$ cat src/wgsr_pkg.sv
// Package for the wake, level and GPIO status register group
package wgsr_pkg;

	// Register addresses on the 7-bit serial address field
	localparam logic [6:0] ADDR_WAKE_A = 7'h46;
	localparam logic [6:0] ADDR_WAKE_B = 7'h47;
	localparam logic [6:0] ADDR_LEVEL = 7'h48;
	localparam logic [6:0] ADDR_GENERAL_PIN_OVERCURRENT = 7'h54;
	localparam logic [6:0] ADDR_GENERAL_PIN_OPEN_LOAD = 7'h55;

	// Field positions
	localparam int BIT_BUS_WAKE = 5;
	localparam int BIT_TIMER_WAKE = 4;
	localparam int BIT_HV_WAKE = 0;
	localparam int BIT_GPIO_WAKE = 4;
	localparam int BIT_DEV_LVL = 7;
	localparam int BIT_STRAP = 6;
	localparam int BIT_GENERAL_PIN_LEVEL = 4;
	localparam int BIT_HV_LVL = 0;
	localparam int BIT_GENERAL_PIN_OVERCURRENT = 6;
	localparam int BIT_GENERAL_PIN_OPEN_LOAD = 6;
	localparam int BIT_CAN_MODE_HI = 1;

	// Implemented-bit masks and the zero byte used for reserved and unmapped reads
	localparam logic [7:0] BYTE_ZERO = 8'h00;
	localparam logic [7:0] MASK_WAKE_A = 8'h31;
	localparam logic [7:0] MASK_WAKE_B = 8'h10;
	localparam logic [7:0] MASK_LEVEL = 8'hd1;
	localparam logic [7:0] MASK_GENERAL_PIN_OVERCURRENT = 8'h40;
	localparam logic [7:0] MASK_GENERAL_PIN_OPEN_LOAD = 8'h40;

	// Asynchronous pins and their synchroniser depth
	localparam int NUM_PINS = 4;
	localparam int PIN_HV = 0;
	localparam int PIN_GPIO = 1;
	localparam int PIN_TEST = 2;
	localparam int PIN_STRAP = 3;
	localparam int SYNC_DEPTH = 3;

	// Operating modes, one-hot
	typedef enum logic [5:0] {
		WGSR_MODE_NORMAL = 6'h01,
		WGSR_MODE_STOP = 6'h02,
		WGSR_MODE_INIT = 6'h04,
		WGSR_MODE_RESTART = 6'h08,
		WGSR_MODE_SLEEP = 6'h10,
		WGSR_MODE_FAILSAFE = 6'h20
	} wgsr_mode_e;

	// General-purpose pin configurations, one-hot
	typedef enum logic [4:0] {
		WGSR_GPIO_OFF = 5'h01,
		WGSR_GPIO_FAIL_OUT = 5'h02,
		WGSR_GPIO_WAKE_IN = 5'h04,
		WGSR_GPIO_LOW_SIDE = 5'h08,
		WGSR_GPIO_HIGH_SIDE = 5'h10
	} wgsr_gpio_cfg_e;

	// Wake detection pulses from the wake logic
	typedef struct packed {
		logic bus;
		logic timer;
		logic hv;
		logic gpio;
	} wgsr_wake_s;

	// Register access request from the serial frame decoder
	typedef struct packed {
		logic [6:0] addr;
		logic clr;
	} wgsr_req_s;

endpackage : wgsr_pkg

$ cat src/wgsr_status_regs.sv
// Wake source, pin level and GPIO fault status registers
// Overview of operation
// - Wake byte A latches bus wake bit5, timer bit4, HV pin bit0
// - Wake out of fail-safe still sets the causing source flag
// - Wake byte B bit4 set by GPIO wake when configured as wake input
// - Every reserved bit of these bytes reads as zero
// - Level byte bit7 shows test pin development mode
// - Level byte bit6 shows interrupt pin pull-up strap state
// - Level byte bit4 shows GPIO level in wake or switch use
// - Read-only level byte at 0x48, bit0 is HV wake pin level
// - Level byte refreshes in normal, stop, init and restart modes
// - Under cyclic sense or wake, the HV level loads at each sampling instant
// - GPIO level updates only without cyclic sense; fail output excluded
// - A disabled pin function freezes its level bit
// - HV measurement enabled clears and holds both level bits
// - Overcurrent bit6 covers both low-side and high-side switch use
// - Overcurrent flag stays until host clears it, despite reconfiguring
// - Open-load bit6 detected only in high-side switch configuration
// - Bus supply undervoltage comparator enabled when mode field bit1 is 1
// - Reset clears wake byte A; restart keeps its wake flags
// - Latched flags never clear when their cause goes away
`timescale 1ns/1ns
`default_nettype none

module wgsr_status_regs (
	input wire logic mclk,
	input wire logic srst,
	input wire logic soft_reset,
	input wire logic restart_entry,
	input wire wgsr_pkg::wgsr_mode_e op_mode,
	input wire wgsr_pkg::wgsr_gpio_cfg_e gpio_cfg,
	input wire logic hv_pin_enable,
	input wire logic hv_measure_enable,
	input wire logic cyclic_active,
	input wire logic cyclic_sample,
	input wire logic [1:0] can_mode,
	input wire wgsr_pkg::wgsr_wake_s wake_evt,
	input wire logic oc_detect,
	input wire logic ol_detect,
	input wire logic hv_wake_input,
	input wire logic gpio_pin,
	input wire logic test_pin,
	input wire logic interrupt_out_low,
	input wire wgsr_pkg::wgsr_req_s reg_req,
	output logic [7:0] reg_rd_data,
	output logic bus_supply_undervoltage_en,
	output logic fail_signal_output_event
);
	import wgsr_pkg::*;

	// Decode of a clear request aimed at one register
	function automatic logic clr_hit(input wgsr_req_s req,
		input logic [6:0] target);
		clr_hit = req.clr && (req.addr == target);
	endfunction : clr_hit

	logic [NUM_PINS-1:0] sync1_q, sync2_q, sync3_q;
	logic [NUM_PINS-1:0] pin_q;
	logic [NUM_PINS-1:0] pin_raw;
	logic bus_wake_flag_q;
	logic cyclic_timer_wake_flag_q;
	logic hv_pin_wake_flag_q;
	logic general_pin_wake_flag_q;
	logic general_pin_overcurrent_q;
	logic general_pin_open_load_q;
	logic hv_pin_level_q;
	logic general_pin_level_q;
	logic [7:0] rd_data_q;
	logic [7:0] rd_data_d;
	logic uv_en_q;
	logic fo_event_q;
	logic gpio_prev_q;
	logic flag_reset, mode_refresh, hv_upd, gpio_upd;
	logic gpio_level_cfg, gpio_switch_cfg;
	logic [7:0] wake_a_byte, wake_b_byte, level_byte, oc_byte, ol_byte;

	assign pin_raw = {interrupt_out_low, test_pin, gpio_pin, hv_wake_input};

	// Three-stage synchronisers; the first stage feeds only the second
	genvar gi;
	generate
		for (gi = 0; gi < NUM_PINS; gi++)
		begin : g_sync
			always_ff @(posedge mclk)
			begin
				if (srst)
				begin
					sync1_q[gi] <= 1'b0;
					sync2_q[gi] <= 1'b0;
					sync3_q[gi] <= 1'b0;
				end
				else
				begin
					sync1_q[gi] <= pin_raw[gi];
					sync2_q[gi] <= sync1_q[gi];
					sync3_q[gi] <= sync2_q[gi];
				end
			end

			// A change counts only once stages two and three agree
			always_ff @(posedge mclk)
			begin
				if (srst)
					pin_q[gi] <= 1'b0;
				else if (sync2_q[gi] == sync3_q[gi])
					pin_q[gi] <= sync3_q[gi];
			end
		end
	endgenerate

	// Power-on or soft reset wipes every latched flag
	assign flag_reset = soft_reset;

	assign mode_refresh = (op_mode == WGSR_MODE_NORMAL) ||
		(op_mode == WGSR_MODE_STOP) || (op_mode == WGSR_MODE_INIT) ||
		(op_mode == WGSR_MODE_RESTART);

	assign gpio_switch_cfg = (gpio_cfg == WGSR_GPIO_LOW_SIDE) ||
		(gpio_cfg == WGSR_GPIO_HIGH_SIDE);
	assign gpio_level_cfg = gpio_switch_cfg || (gpio_cfg == WGSR_GPIO_WAKE_IN);

	assign hv_upd = mode_refresh && hv_pin_enable &&
		(!cyclic_active || cyclic_sample);

	// GPIO level only without cyclic sense
	assign gpio_upd = mode_refresh && gpio_level_cfg && !cyclic_active;

	// bus wake flag; event beats clear, reset beats both
	// set in any mode, fail-safe included
	always_ff @(posedge mclk)
	begin
		if (srst || flag_reset)
			bus_wake_flag_q <= 1'b0;
		else if (wake_evt.bus)
			bus_wake_flag_q <= 1'b1;
		else if (clr_hit(reg_req, ADDR_WAKE_A))
			bus_wake_flag_q <= 1'b0;
	end

	always_ff @(posedge mclk)
	begin
		if (srst || flag_reset)
			cyclic_timer_wake_flag_q <= 1'b0;
		else if (wake_evt.timer)
			cyclic_timer_wake_flag_q <= 1'b1;
		else if (clr_hit(reg_req, ADDR_WAKE_A))
			cyclic_timer_wake_flag_q <= 1'b0;
	end

	// restart leaves wake byte A flags untouched
	always_ff @(posedge mclk)
	begin
		if (srst || flag_reset)
			hv_pin_wake_flag_q <= 1'b0;
		else if (wake_evt.hv)
			hv_pin_wake_flag_q <= 1'b1;
		else if (clr_hit(reg_req, ADDR_WAKE_A))
			hv_pin_wake_flag_q <= 1'b0;
	end

	// GPIO wake only while configured as wake input
	always_ff @(posedge mclk)
	begin
		if (srst || flag_reset || restart_entry)
			general_pin_wake_flag_q <= 1'b0;
		else if (wake_evt.gpio && (gpio_cfg == WGSR_GPIO_WAKE_IN))
			general_pin_wake_flag_q <= 1'b1;
		else if (clr_hit(reg_req, ADDR_WAKE_B))
			general_pin_wake_flag_q <= 1'b0;
	end

	// one overcurrent bit for either switch type
	// sticky across reconfiguration and restart; host clears it
	always_ff @(posedge mclk)
	begin
		if (srst || flag_reset)
			general_pin_overcurrent_q <= 1'b0;
		else if (oc_detect && gpio_switch_cfg)
			general_pin_overcurrent_q <= 1'b1;
		else if (clr_hit(reg_req, ADDR_GENERAL_PIN_OVERCURRENT))
			general_pin_overcurrent_q <= 1'b0;
	end

	// open load only in high-side use
	// no release when the condition goes away
	always_ff @(posedge mclk)
	begin
		if (srst || flag_reset)
			general_pin_open_load_q <= 1'b0;
		else if (ol_detect && (gpio_cfg == WGSR_GPIO_HIGH_SIDE))
			general_pin_open_load_q <= 1'b1;
		else if (clr_hit(reg_req, ADDR_GENERAL_PIN_OPEN_LOAD))
			general_pin_open_load_q <= 1'b0;
	end

	// measurement mode clears and holds it
	always_ff @(posedge mclk)
	begin
		if (srst || hv_measure_enable)
			hv_pin_level_q <= 1'b0;
		else if (hv_upd)
			hv_pin_level_q <= pin_q[PIN_HV];
	end

	// measurement mode clears and holds it
	always_ff @(posedge mclk)
	begin
		if (srst || hv_measure_enable)
			general_pin_level_q <= 1'b0;
		else if (gpio_upd)
			general_pin_level_q <= pin_q[PIN_GPIO];
	end

	// fail-output use reports pin changes as a failure event
	always_ff @(posedge mclk)
	begin
		if (srst)
		begin
			gpio_prev_q <= 1'b0;
			fo_event_q <= 1'b0;
		end
		else
		begin
			gpio_prev_q <= pin_q[PIN_GPIO];
			fo_event_q <= (gpio_cfg == WGSR_GPIO_FAIL_OUT) &&
				(gpio_prev_q != pin_q[PIN_GPIO]);
		end
	end

	// comparator enable follows the mode field's upper bit
	always_ff @(posedge mclk)
	begin
		if (srst)
			uv_en_q <= 1'b0;
		else
			uv_en_q <= can_mode[BIT_CAN_MODE_HI];
	end

	// register images with reserved bits forced to zero
	always_comb
	begin
		wake_a_byte = BYTE_ZERO;
		wake_a_byte[BIT_BUS_WAKE] = bus_wake_flag_q;
		wake_a_byte[BIT_TIMER_WAKE] = cyclic_timer_wake_flag_q;
		wake_a_byte[BIT_HV_WAKE] = hv_pin_wake_flag_q;
		wake_b_byte = BYTE_ZERO;
		wake_b_byte[BIT_GPIO_WAKE] = general_pin_wake_flag_q;
		level_byte = BYTE_ZERO;
		// test pin and strap shown live
		level_byte[BIT_DEV_LVL] = pin_q[PIN_TEST];
		level_byte[BIT_STRAP] = pin_q[PIN_STRAP];
		level_byte[BIT_GENERAL_PIN_LEVEL] = general_pin_level_q;
		level_byte[BIT_HV_LVL] = hv_pin_level_q;
		oc_byte = BYTE_ZERO;
		oc_byte[BIT_GENERAL_PIN_OVERCURRENT] = general_pin_overcurrent_q;
		ol_byte = BYTE_ZERO;
		ol_byte[BIT_GENERAL_PIN_OPEN_LOAD] = general_pin_open_load_q;
	end

	// Read multiplexer; unmapped addresses return zero
	always_comb
	begin
		if (reg_req.addr == ADDR_WAKE_A)
			rd_data_d = wake_a_byte;
		else if (reg_req.addr == ADDR_WAKE_B)
			rd_data_d = wake_b_byte;
		else if (reg_req.addr == ADDR_LEVEL)
			rd_data_d = level_byte;
		else if (reg_req.addr == ADDR_GENERAL_PIN_OVERCURRENT)
			rd_data_d = oc_byte;
		else if (reg_req.addr == ADDR_GENERAL_PIN_OPEN_LOAD)
			rd_data_d = ol_byte;
		else
			rd_data_d = BYTE_ZERO;
	end

	// Read data registered so the frame shifter sees a stable byte
	// The byte shows the state before a same-cycle clear takes effect
	always_ff @(posedge mclk)
	begin
		if (srst)
			rd_data_q <= BYTE_ZERO;
		else
			rd_data_q <= rd_data_d;
	end

	assign reg_rd_data = rd_data_q;
	assign bus_supply_undervoltage_en = uv_en_q;
	assign fail_signal_output_event = fo_event_q;
endmodule : wgsr_status_regs

`default_nettype wire

$ cat config.mk
export PLATFORM = sky130hd
export DESIGN_NAME = wgsr_status_regs
export DESIGN_NICKNAME = d
export VERILOG_FILES = /design/src/wgsr_pkg.sv /design/src/wgsr_status_regs.sv
export SDC_FILE = /design/constraint.sdc
export NUM_CORES = 1
export LEC_CHECK = 0
export BUFFER_PORTS_ARGS = -buffer_cell sky130_fd_sc_hd__buf_2
export CAP_MARGIN = 20
export CORE_MARGIN = 2
export CORE_UTILIZATION = 51
export CTS_CLUSTER_SIZE = 20
export DETAILED_ROUTE_END_ITERATION = 12
export PLACE_DENSITY = 0.83
export REMOVE_ABC_BUFFERS = 1
export SLEW_MARGIN = 20
export SYNTH_ARGS = -nofsm -noshare
export SYNTH_HDL_FRONTEND = slang
export SYNTH_SLANG_ARGS = --single-unit
$ cat constraint.sdc
create_clock -name mclk -period 2.9 [get_ports mclk]
set_input_delay 0.145 -clock mclk [delete_from_list [all_inputs] [get_ports mclk]]
set_output_delay 0.145 -clock mclk [all_outputs]
set_load 0.01 [all_outputs]
== Yosys cells after proc, flatten, opt, wreduce, memory -nomap -nowiden ==
Index checks and enable logic that the tools add are counted.
Storage, ports and cells
  bits in registers: 35
  output and inout port bits: 10
  word-level logic and storage cells: 93
Cells by class
  reductions and logical operators: 30
  eq/ne operators: 18
  muxes and demuxes: 15
Operators by type and width (number)
  $eq A7 B7 Y1 const B: 5
  $mux W7: 2
  $logic_and A1 B1 Y1: 12
  $mux W6: 2
  $reduce_bool A2 Y1: 6
  $mux W1: 10
  $logic_or A1 B1 Y1: 9
  $mux W8: 1
  $eq A6 B1 Y1 const B: 1
  $eq A6 B2 Y1 const B: 1
  $eq A6 B3 Y1 const B: 1
  $eq A6 B4 Y1 const B: 1
  $eq A5 B2 Y1 const B: 1
  $eq A5 B3 Y1 const B: 1
  $eq A5 B4 Y1 const B: 1
  $eq A5 B5 Y1 const B: 1
  $reduce_or A5 Y1: 1
  $eq A1 B1 Y1: 4
  $reduce_or A3 Y1: 1
  $logic_not A1 Y1: 1
  $ne A1 B1 Y1: 1

== Longest topological paths before layout ==
Gate-level depths: netlist (run 1).
  depth after elaboration: 6
  mapped depth: 5
  depth with buffers taken out: 4

== Least setup slack after synthesis (run 1) ==
No wires, ideal clock.
  kind: input to register
  start point: input reg_req[1] (netlist name)
  end point: register rd_data_q[6] (netlist: reg_rd_data[6])
  library setup time: 0.119 ns
  data arrival time: 0.976 ns
  stages on the path: 4
  required time: 2.781 ns
  slack: 1.805 ns
  path through: buf_2 -> nor4b_2 -> nand2_1 -> o221a_2
Between the ends
  cells in the longest elaborated chain, start to end: 4
  elaborated cells on any way between the ends: 9
RTL lines
  start: declaration: line wgsr_status_regs.sv:44  | input wire wgsr_pkg::wgsr_req_s reg_req,
  $eq A7 B7 Y1: line wgsr_status_regs.sv:271  | else if (reg_req.addr == ADDR_GENERAL_PIN_OPEN_LOAD)
  $mux W7: line wgsr_status_regs.sv:271
  $mux W7: line wgsr_status_regs.sv:269  | else if (reg_req.addr == ADDR_GENERAL_PIN_OVERCURRENT)
  $mux W8: line wgsr_status_regs.sv:267  | else if (reg_req.addr == ADDR_LEVEL)
  end signal: assignment: line wgsr_status_regs.sv:284  | rd_data_q <= rd_data_d;
  end: declaration: line wgsr_status_regs.sv:68  | logic [7:0] rd_data_q;
Several ways; a longest one is shown, not always the timed one.
A chain may end at the register's enable or synchronous reset.

== Worst setup path after layout (run 1) ==
  start point: input op_mode[1]
  end point: register hv_pin_level_q
Between the ends
  cells in the longest elaborated chain, start to end: 6
  elaborated cells on any way between the ends: 9
RTL lines
  start: declaration: line wgsr_status_regs.sv:30  | input wire wgsr_pkg::wgsr_mode_e op_mode,
  $eq A6 B1 Y1 or $eq A6 B2 Y1 (tied branches): line wgsr_status_regs.sv:114, wgsr_status_regs.sv:115
  $logic_or A1 B1 Y1: line wgsr_status_regs.sv:114  | assign mode_refresh = (op_mode == WGSR_MODE_NORMAL) ||
  $logic_or A1 B1 Y1: line wgsr_status_regs.sv:115  | (op_mode == WGSR_MODE_STOP) || (op_mode == WGSR_MODE_INIT) ||
  $logic_or A1 B1 Y1 (*): line wgsr_status_regs.sv:115
  $logic_and A1 B1 Y1 (*) (2 in a row): line wgsr_status_regs.sv:122  | assign hv_upd = mode_refresh && hv_pin_enable &&
  end signal: assignment: line wgsr_status_regs.sv:202  | hv_pin_level_q <= pin_q[PIN_HV];
  end: declaration: line wgsr_status_regs.sv:66  | logic hv_pin_level_q;
Mark *: on every way between the ends. The rest lies on a longest branch, timed or not.

==> results of run 1 <==
-- cell usage after synthesis (all sizes together), types with 3 or more instances --
cell	number	area share
nor3b	3	0.018
nor4	4	0.020
nor2	12	0.035
nor2b	14	0.069
o21ai	7	0.028
a21oi	11	0.043
nor4b	4	0.032
and3b	3	0.021
xor2	4	0.028
clkbuf	3	0.0089
nand2	12	0.035
dfxtp	32	0.50
buf	4	0.022
mux2i	3	0.024
-- power breakdown --
part,internal [uW],leakage (uW),switching (uW)
registers,449,0.000261,3.72
logic,36.4,0.000369,38.4
clock network,118,0.0000305,151
total,603,0.000660,193
-- stage by stage --
stage	utilization	total power [uW]	hold WS [ns]	cell area (um^2)	std cells
2_1_floorplan	-	491	0.214	1240	131
3_3_place_gp	0.621	531	0.323	1500	205
3_5_place_dp	0.621	536	0.322	1500	205
4_1_cts	0.657	809	0.00611	1580	215
5_1_grt	0.657	831	0.0202	1580	215
6_report	0.657	796	0.0262	1580	215
-- state kept, by name (all words and copies together) (netlist names), 2 cells and up --
| signal | flops |
|---|---|
| level_byte | 2 |
| pin_q | 2 |
| reg_rd_data | 5 |
| sync1_q | 4 |
| sync2_q | 4 |
| sync3_q | 4 |
-- metal layers --
layer,share of wire,vias up
li1,-,567
met1,0.41,498
met2,0.50,37
met3,0.080,4
met4,0.012,0
met5,0,-
-- worst register-to-register path, cell delays in order (launching register included) --
cell	delay, ns
dfxtp_1	0.35
mux2i_1	0.07
nor2_1	0.09
a21oi_1	0.05
nor4_1	0.22
-- worst max-delay path by stage --
stage                           from                  end  slack [ns]  cells past startpoint
after global placement    op_mode[0]       hv_pin_level_q        1.62                      5
after global routing      op_mode[1]  general_pin_level_q        1.82                      5
final                     op_mode[1]       hv_pin_level_q        1.90                      5
after floorplan           op_mode[0]  general_pin_level_q        1.84                      4
after CTS                 op_mode[1]       hv_pin_level_q        1.89                      5
after detailed placement  op_mode[1]       hv_pin_level_q        1.55                      5
-- kinds of logic after synthesis --
kind of cell	synth area share
multiplexers	0.0236
AO/OA/AOI/OAI	0.111
other	0.00295
XOR/XNOR	0.0276
flip-flops	0.504
AND/OR/NAND/NOR	0.297
buffers and inverters	0.0335
-- cell type report --
cell class                      count  area (um^2)
Fill cell                         213          826
Inverter                            1         3.75
Clock buffer                        6         51.3
Multi-Input combinational cell     98          596
Sequential cell                    32          641
Clock inverter                      2         15.0
Timing Repair Buffer               46          240
Tap cell                           30         37.5
==> results.md, run 1 <==
- Outcome: finished clean
- Cells after synthesis: about 140
- FP Rows: 18
- Tot GR Track Use: 0.183
- Pwr dens: 503 nW/um^2
- Pre-CTS setup slack: 1.55 ns
- Reg2Reg Setup Slack: 2.01 ns
- Hold path start: test_pin
- # H-tree levels: 2
- Clock transition at path regs: about 0.1 ns
- WHS Endpoint: sync1_q[2]
- R2R depth: 4
- Number of port buffers: 44
- Seq/Total Area, Yosys: 0.504
- Clock latency on the worst-skew pair: 0.33 ns
- Antenna violations before repair: 0
- DR pass1 iterations: 4
- Reg-to-reg endpoint: reg_rd_data[4]
- Crit path kind: in -> reg
- Syn_area_per_cell: around 9.3 um^2
- Fmax: 1000 MHz
- IO Pins: 49
- Met3 global-route usage: 0.0694
- Vias in the first global route: about 950
- Grt ovf: 0
- Post-route setup slack: 1.90 ns
- RSZ-0062 raised after global routing: false
- VDD IR max: a little over 400 uV
- Vias/cell: about 5.1
- Area Overhead vs Synth: 24.6%
- Postcts setup bufs: 0
- Hold Violations, Final: 0
- Commonest non-fill, non-tap cell in the layout: buf_2
- Gpl congestion: around 0.9
- Capturing element type of the critical path: flop
- DRC Markers: 0
- CTS Root Cell: clkbuf_4
- Initial Utilization: 0.528
- Family with the most delay on the worst path: simple AND/OR/NAND/NOR gates
- Die area: between 2000 and 3000 um^2
- Grt met1 use: 0.205
- Reported max-cap violation count: 0
- Synth Register Bits: 32
- WL final: between 2 and 3 mm
- Async S/R FF share, synth: 0
- Worst Path Arrival: 1.26 ns
- Final Slew Violations: 0
- Worst EP required: between 3 and 4 ns
- Critical path, cell by cell: buf_2, nor4b_1, a211oi_1, nor4_1, mux2i_1
- Grt peak-use layer: met2
- Cts hold-fix bufs: 2
- Clock Path Buffers: 2
- Clk sink count: 32
- First-pass GRT wire length: around 3.8 mm
- Antenna diode count: 0
- Final Critical Period: 0.997 ns
- Fin crit share: 0.344
- Most frequent cells in the layout: buf_2, dfxtp_1, nor2b_1
- Nets: 223
- Crit start category: primary input
- Pleak: 0.000660 uW
- HPWL after detailed placement: between 1.5 and 2 mm
- Critical Path Fanout Max: 3
- Critical Path Max Stage Delay: 0.35 ns
- Post-cts sizing count: 0
- Core box area: approximately 2400 um^2
- Critical path buffers and inverters: 1
- Number of synthesized flops with an enable pin: 0
- Launch point of the worst reg-to-reg path: cyclic_timer_wake_flag_q
- Antenna Nets Post-Route: 0
- Via count: roughly 1,100
- Final setup vio count: 0
- Post-Syn Area: ~1300 um^2
- Die height: 53.9 um
- Wire length per cell: 11.7 um
- CP max-delay cell: nor4_1
- Worst hold-check path type: in -> reg
- Warnings from Yosys: 0
- Initial DRC count: 19
- Hold path depth: 2
- Prevailing post-synth register cell: dfxtp_1
- Layout cells sized above 1: 0.303
- Setup Skew: 0.00385 ns
- Netlist cell types: 32
- CTS tree: yes
- GR Util met2: 0.319
- Setup TNS: 0 ns
- Largest net degree at the start of global routing: 27
- Die Wd: 53.9 um
- TritonCTS Buffers: 5
No activity file was read; power rests on OpenSTA's default activity.
==> run 2: changes to the inputs <==
--- a/config.mk
+++ b/config.mk
@@ -8,10 +8,10 @@
 export BUFFER_PORTS_ARGS = -buffer_cell sky130_fd_sc_hd__buf_2
 export CAP_MARGIN = 20
 export CORE_MARGIN = 2
-export CORE_UTILIZATION = 51
+export CORE_UTILIZATION = 47
 export CTS_CLUSTER_SIZE = 20
 export DETAILED_ROUTE_END_ITERATION = 12
-export PLACE_DENSITY = 0.83
+export PLACE_DENSITY = 0.77
 export REMOVE_ABC_BUFFERS = 1
 export SLEW_MARGIN = 20
 export SYNTH_ARGS = -nofsm -noshare
==> constraint.sdc (replaced) <==
create_clock -name mclk -period 1 [get_ports mclk]
set_input_delay 0.05 -clock mclk [delete_from_list [all_inputs] [get_ports mclk]]
set_output_delay 0.05 -clock mclk [all_outputs]
set_load 0.01 [all_outputs]
==> run 2 against run 1 <==
Net effect: critical path depth is 2 lower; count of clock-buffer cells in the layout shrank 1; sequential share of layout area shrank 3.5 points; first-iteration DRC count increased by 110%; design area is 9.5% higher; core utilization up 3.0 points; sequential power rose to 2.9 times the previous value.
==> results.md, run 2 (same netlist as run 1, synthesis figures left out) <==
- Outcome: finished clean
- VDD IR max: 1280 uV
- CTS tree: yes
- Clock latency on the worst-skew pair: 0.33 ns
- Pwr dens: 1300 nW/um^2
- CTS Root Cell: clkbuf_4
- Hold path depth: 3
- Nets: 242
- TritonCTS Buffers: 5
- Capturing element type of the critical path: flop
- # H-tree levels: 2
- Layout cells sized above 1: 0.335
- WHS Endpoint: general_pin_overcurrent_q
- Total design power: 2260 uW
- Final setup vio count: 0
- Initial Utilization: 0.504
- Logic pwr share: 0.122
- Net Sw Frac: 0.245
- Hold WS: 0.0108 ns
- DRC Markers: 0
- Most frequent cells in the layout: buf_2, dfxtp_1, nor2b_1
- Wire length per cell: approximately 12 um
- Worst Path Arrival: between 1 and 1.5 ns
- Via count: approximately 1,200
- Int Pwr: 1710 uW
- Antenna violations before repair: 0
- Max reg flops: 5
- Reg-to-reg endpoint: reg_rd_data[6]
- Tot GR Track Use: 0.188
- WL final: 2.87 mm
- First-pass GRT wire length: 4.53 mm
- DR pass1 iterations: 6
- RSZ-0062 raised after global routing: false
- Worst hold-check path type: in -> reg
- IO Pins: 49
- Launch point of the worst reg-to-reg path: general_pin_overcurrent_q
- Sequential Power Share: 0.580
- Psw: approximately 560 uW
- Reported max-cap violation count: 0
- Clock transition at path regs: approximately 0.09 ns
- Fin crit share: 0.867
- FP Rows: 18
- Initial DRC count: 39
- Final Slew Violations: 0
- Pleak: 0.000745 uW
- Commonest non-fill, non-tap cell in the layout: buf_2
- Die height: 56.0 um
- R2R depth: 3
- Crit path kind: reg -> reg
- Postcts setup bufs: 0
- Final Critical Period: 0.867 ns
- Fmax: 1150 MHz
- Clock Path Buffers: 2
- Antenna Nets Post-Route: 0
- Die area: 3140 um^2
- Hold Violations, Final: 0
- Crit start category: flop
- Largest net degree at the start of global routing: 15
- Grt ovf: 0
- Die Wd: between 50 and 60 um
- Worst EP required: 1.22 ns
- Vias in the first global route: 1,112
- Gpl congestion: 0.784
- Clk sink count: 32
- HPWL after detailed placement: 2.19 mm
- Vias/cell: 5.19
- Area Overhead vs Synth: 36.4%
- Reg2Reg Setup Slack: 0.13 ns
- Critical Path Fanout Max: 2
- Antenna diode count: 0
- Setup Skew: 0.00268 ns
- Core box area: 2520 um^2
- Hold path start: oc_detect
- Number of port buffers: 44
- Clk pwr share: 0.298
[run 2: cell count changes in the layout (fill, tap and decap cells not counted), sizes merged]
| cell | change |
|---|---|
| clkbuf | -1 |
| clkinvlp | -1 |
| buf | +12 |
| clkinv | +1 |
| dlygate4sd3 | +7 |
[run 2: per-stage QoR]
stage / worst slack [ns] / util / TNS (ns) / cell area (um^2) / cells
6_report: 0.133 / 0.688 / 0 / 1730 / 233
5_1_grt: 0.0659 / 0.688 / 0 / 1730 / 233
3_5_place_dp: -0.198 / 0.629 / -0.639 / 1590 / 217
2_1_floorplan: 0.0390 / - / 0 / 1240 / 131
4_1_cts: 0.104 / 0.685 / 0 / 1730 / 233
3_3_place_gp: -0.119 / 0.629 / -0.355 / 1590 / 217
[run 2: how the worst max path moves through the flow]
stage                          end                 startpoint  slack [ns]  cells after the start
2_1_floorplan  general_pin_level_q                 op_mode[0]        0.04                      4
3_3_place_gp   general_pin_level_q                 op_mode[0]       -0.12                      5
3_5_place_dp        hv_pin_level_q                 op_mode[1]       -0.20                      5
4_1_cts             reg_rd_data[4]    general_pin_wake_flag_q        0.10                      4
5_1_grt             hv_pin_level_q                 op_mode[3]        0.07                      5
6_report            reg_rd_data[6]  general_pin_overcurrent_q        0.13                      3
[run 2: power by group through the flow]
stage	sequential (uW)	clock [uW]	combinational, uW
3_3_place_gp	1340	0	232
4_1_cts	1310	698	270
3_5_place_dp	1340	0	243
5_1_grt	1320	758	301
6_report	1310	675	275
2_1_floorplan	1340	0	82.6
[run 2: repair_timing]
action	4_1_cts	5_1_grt
hold buffers	9	0
resized for setup	0	1
endpoints found under the hold margin	9	0
setup endpoints to repair	0	1
[run 2: per-layer routing]
layer / vias up / GRT usage / part of all wire / routed length, um
li1: 613 / - / - / -
met1: 537 / 0.195 / 0.42 / 1200
met2: 53 / 0.328 / 0.47 / 1360
met3: 6 / 0.0744 / 0.091 / 261
met4: 0 / 0.0884 / 0.016 / 45
met5: - / 0 / 0 / 0
[run 2: critical path: stages, from the launching register on]
cell and delay [ns]:
dfxtp_1 0.32, a21oi_1 0.13, nor3_1 0.06, o221a_2 0.25
[run 2: layout make-up]
cell class	instances	area [um^2]
multi-input combinational	98	602
sequential	32	641
tap	30	37.5
clock buffer	5	37.5
timing repair buffer	65	400
inverter	1	3.75
clock inverter	2	12.5
fill	212	788
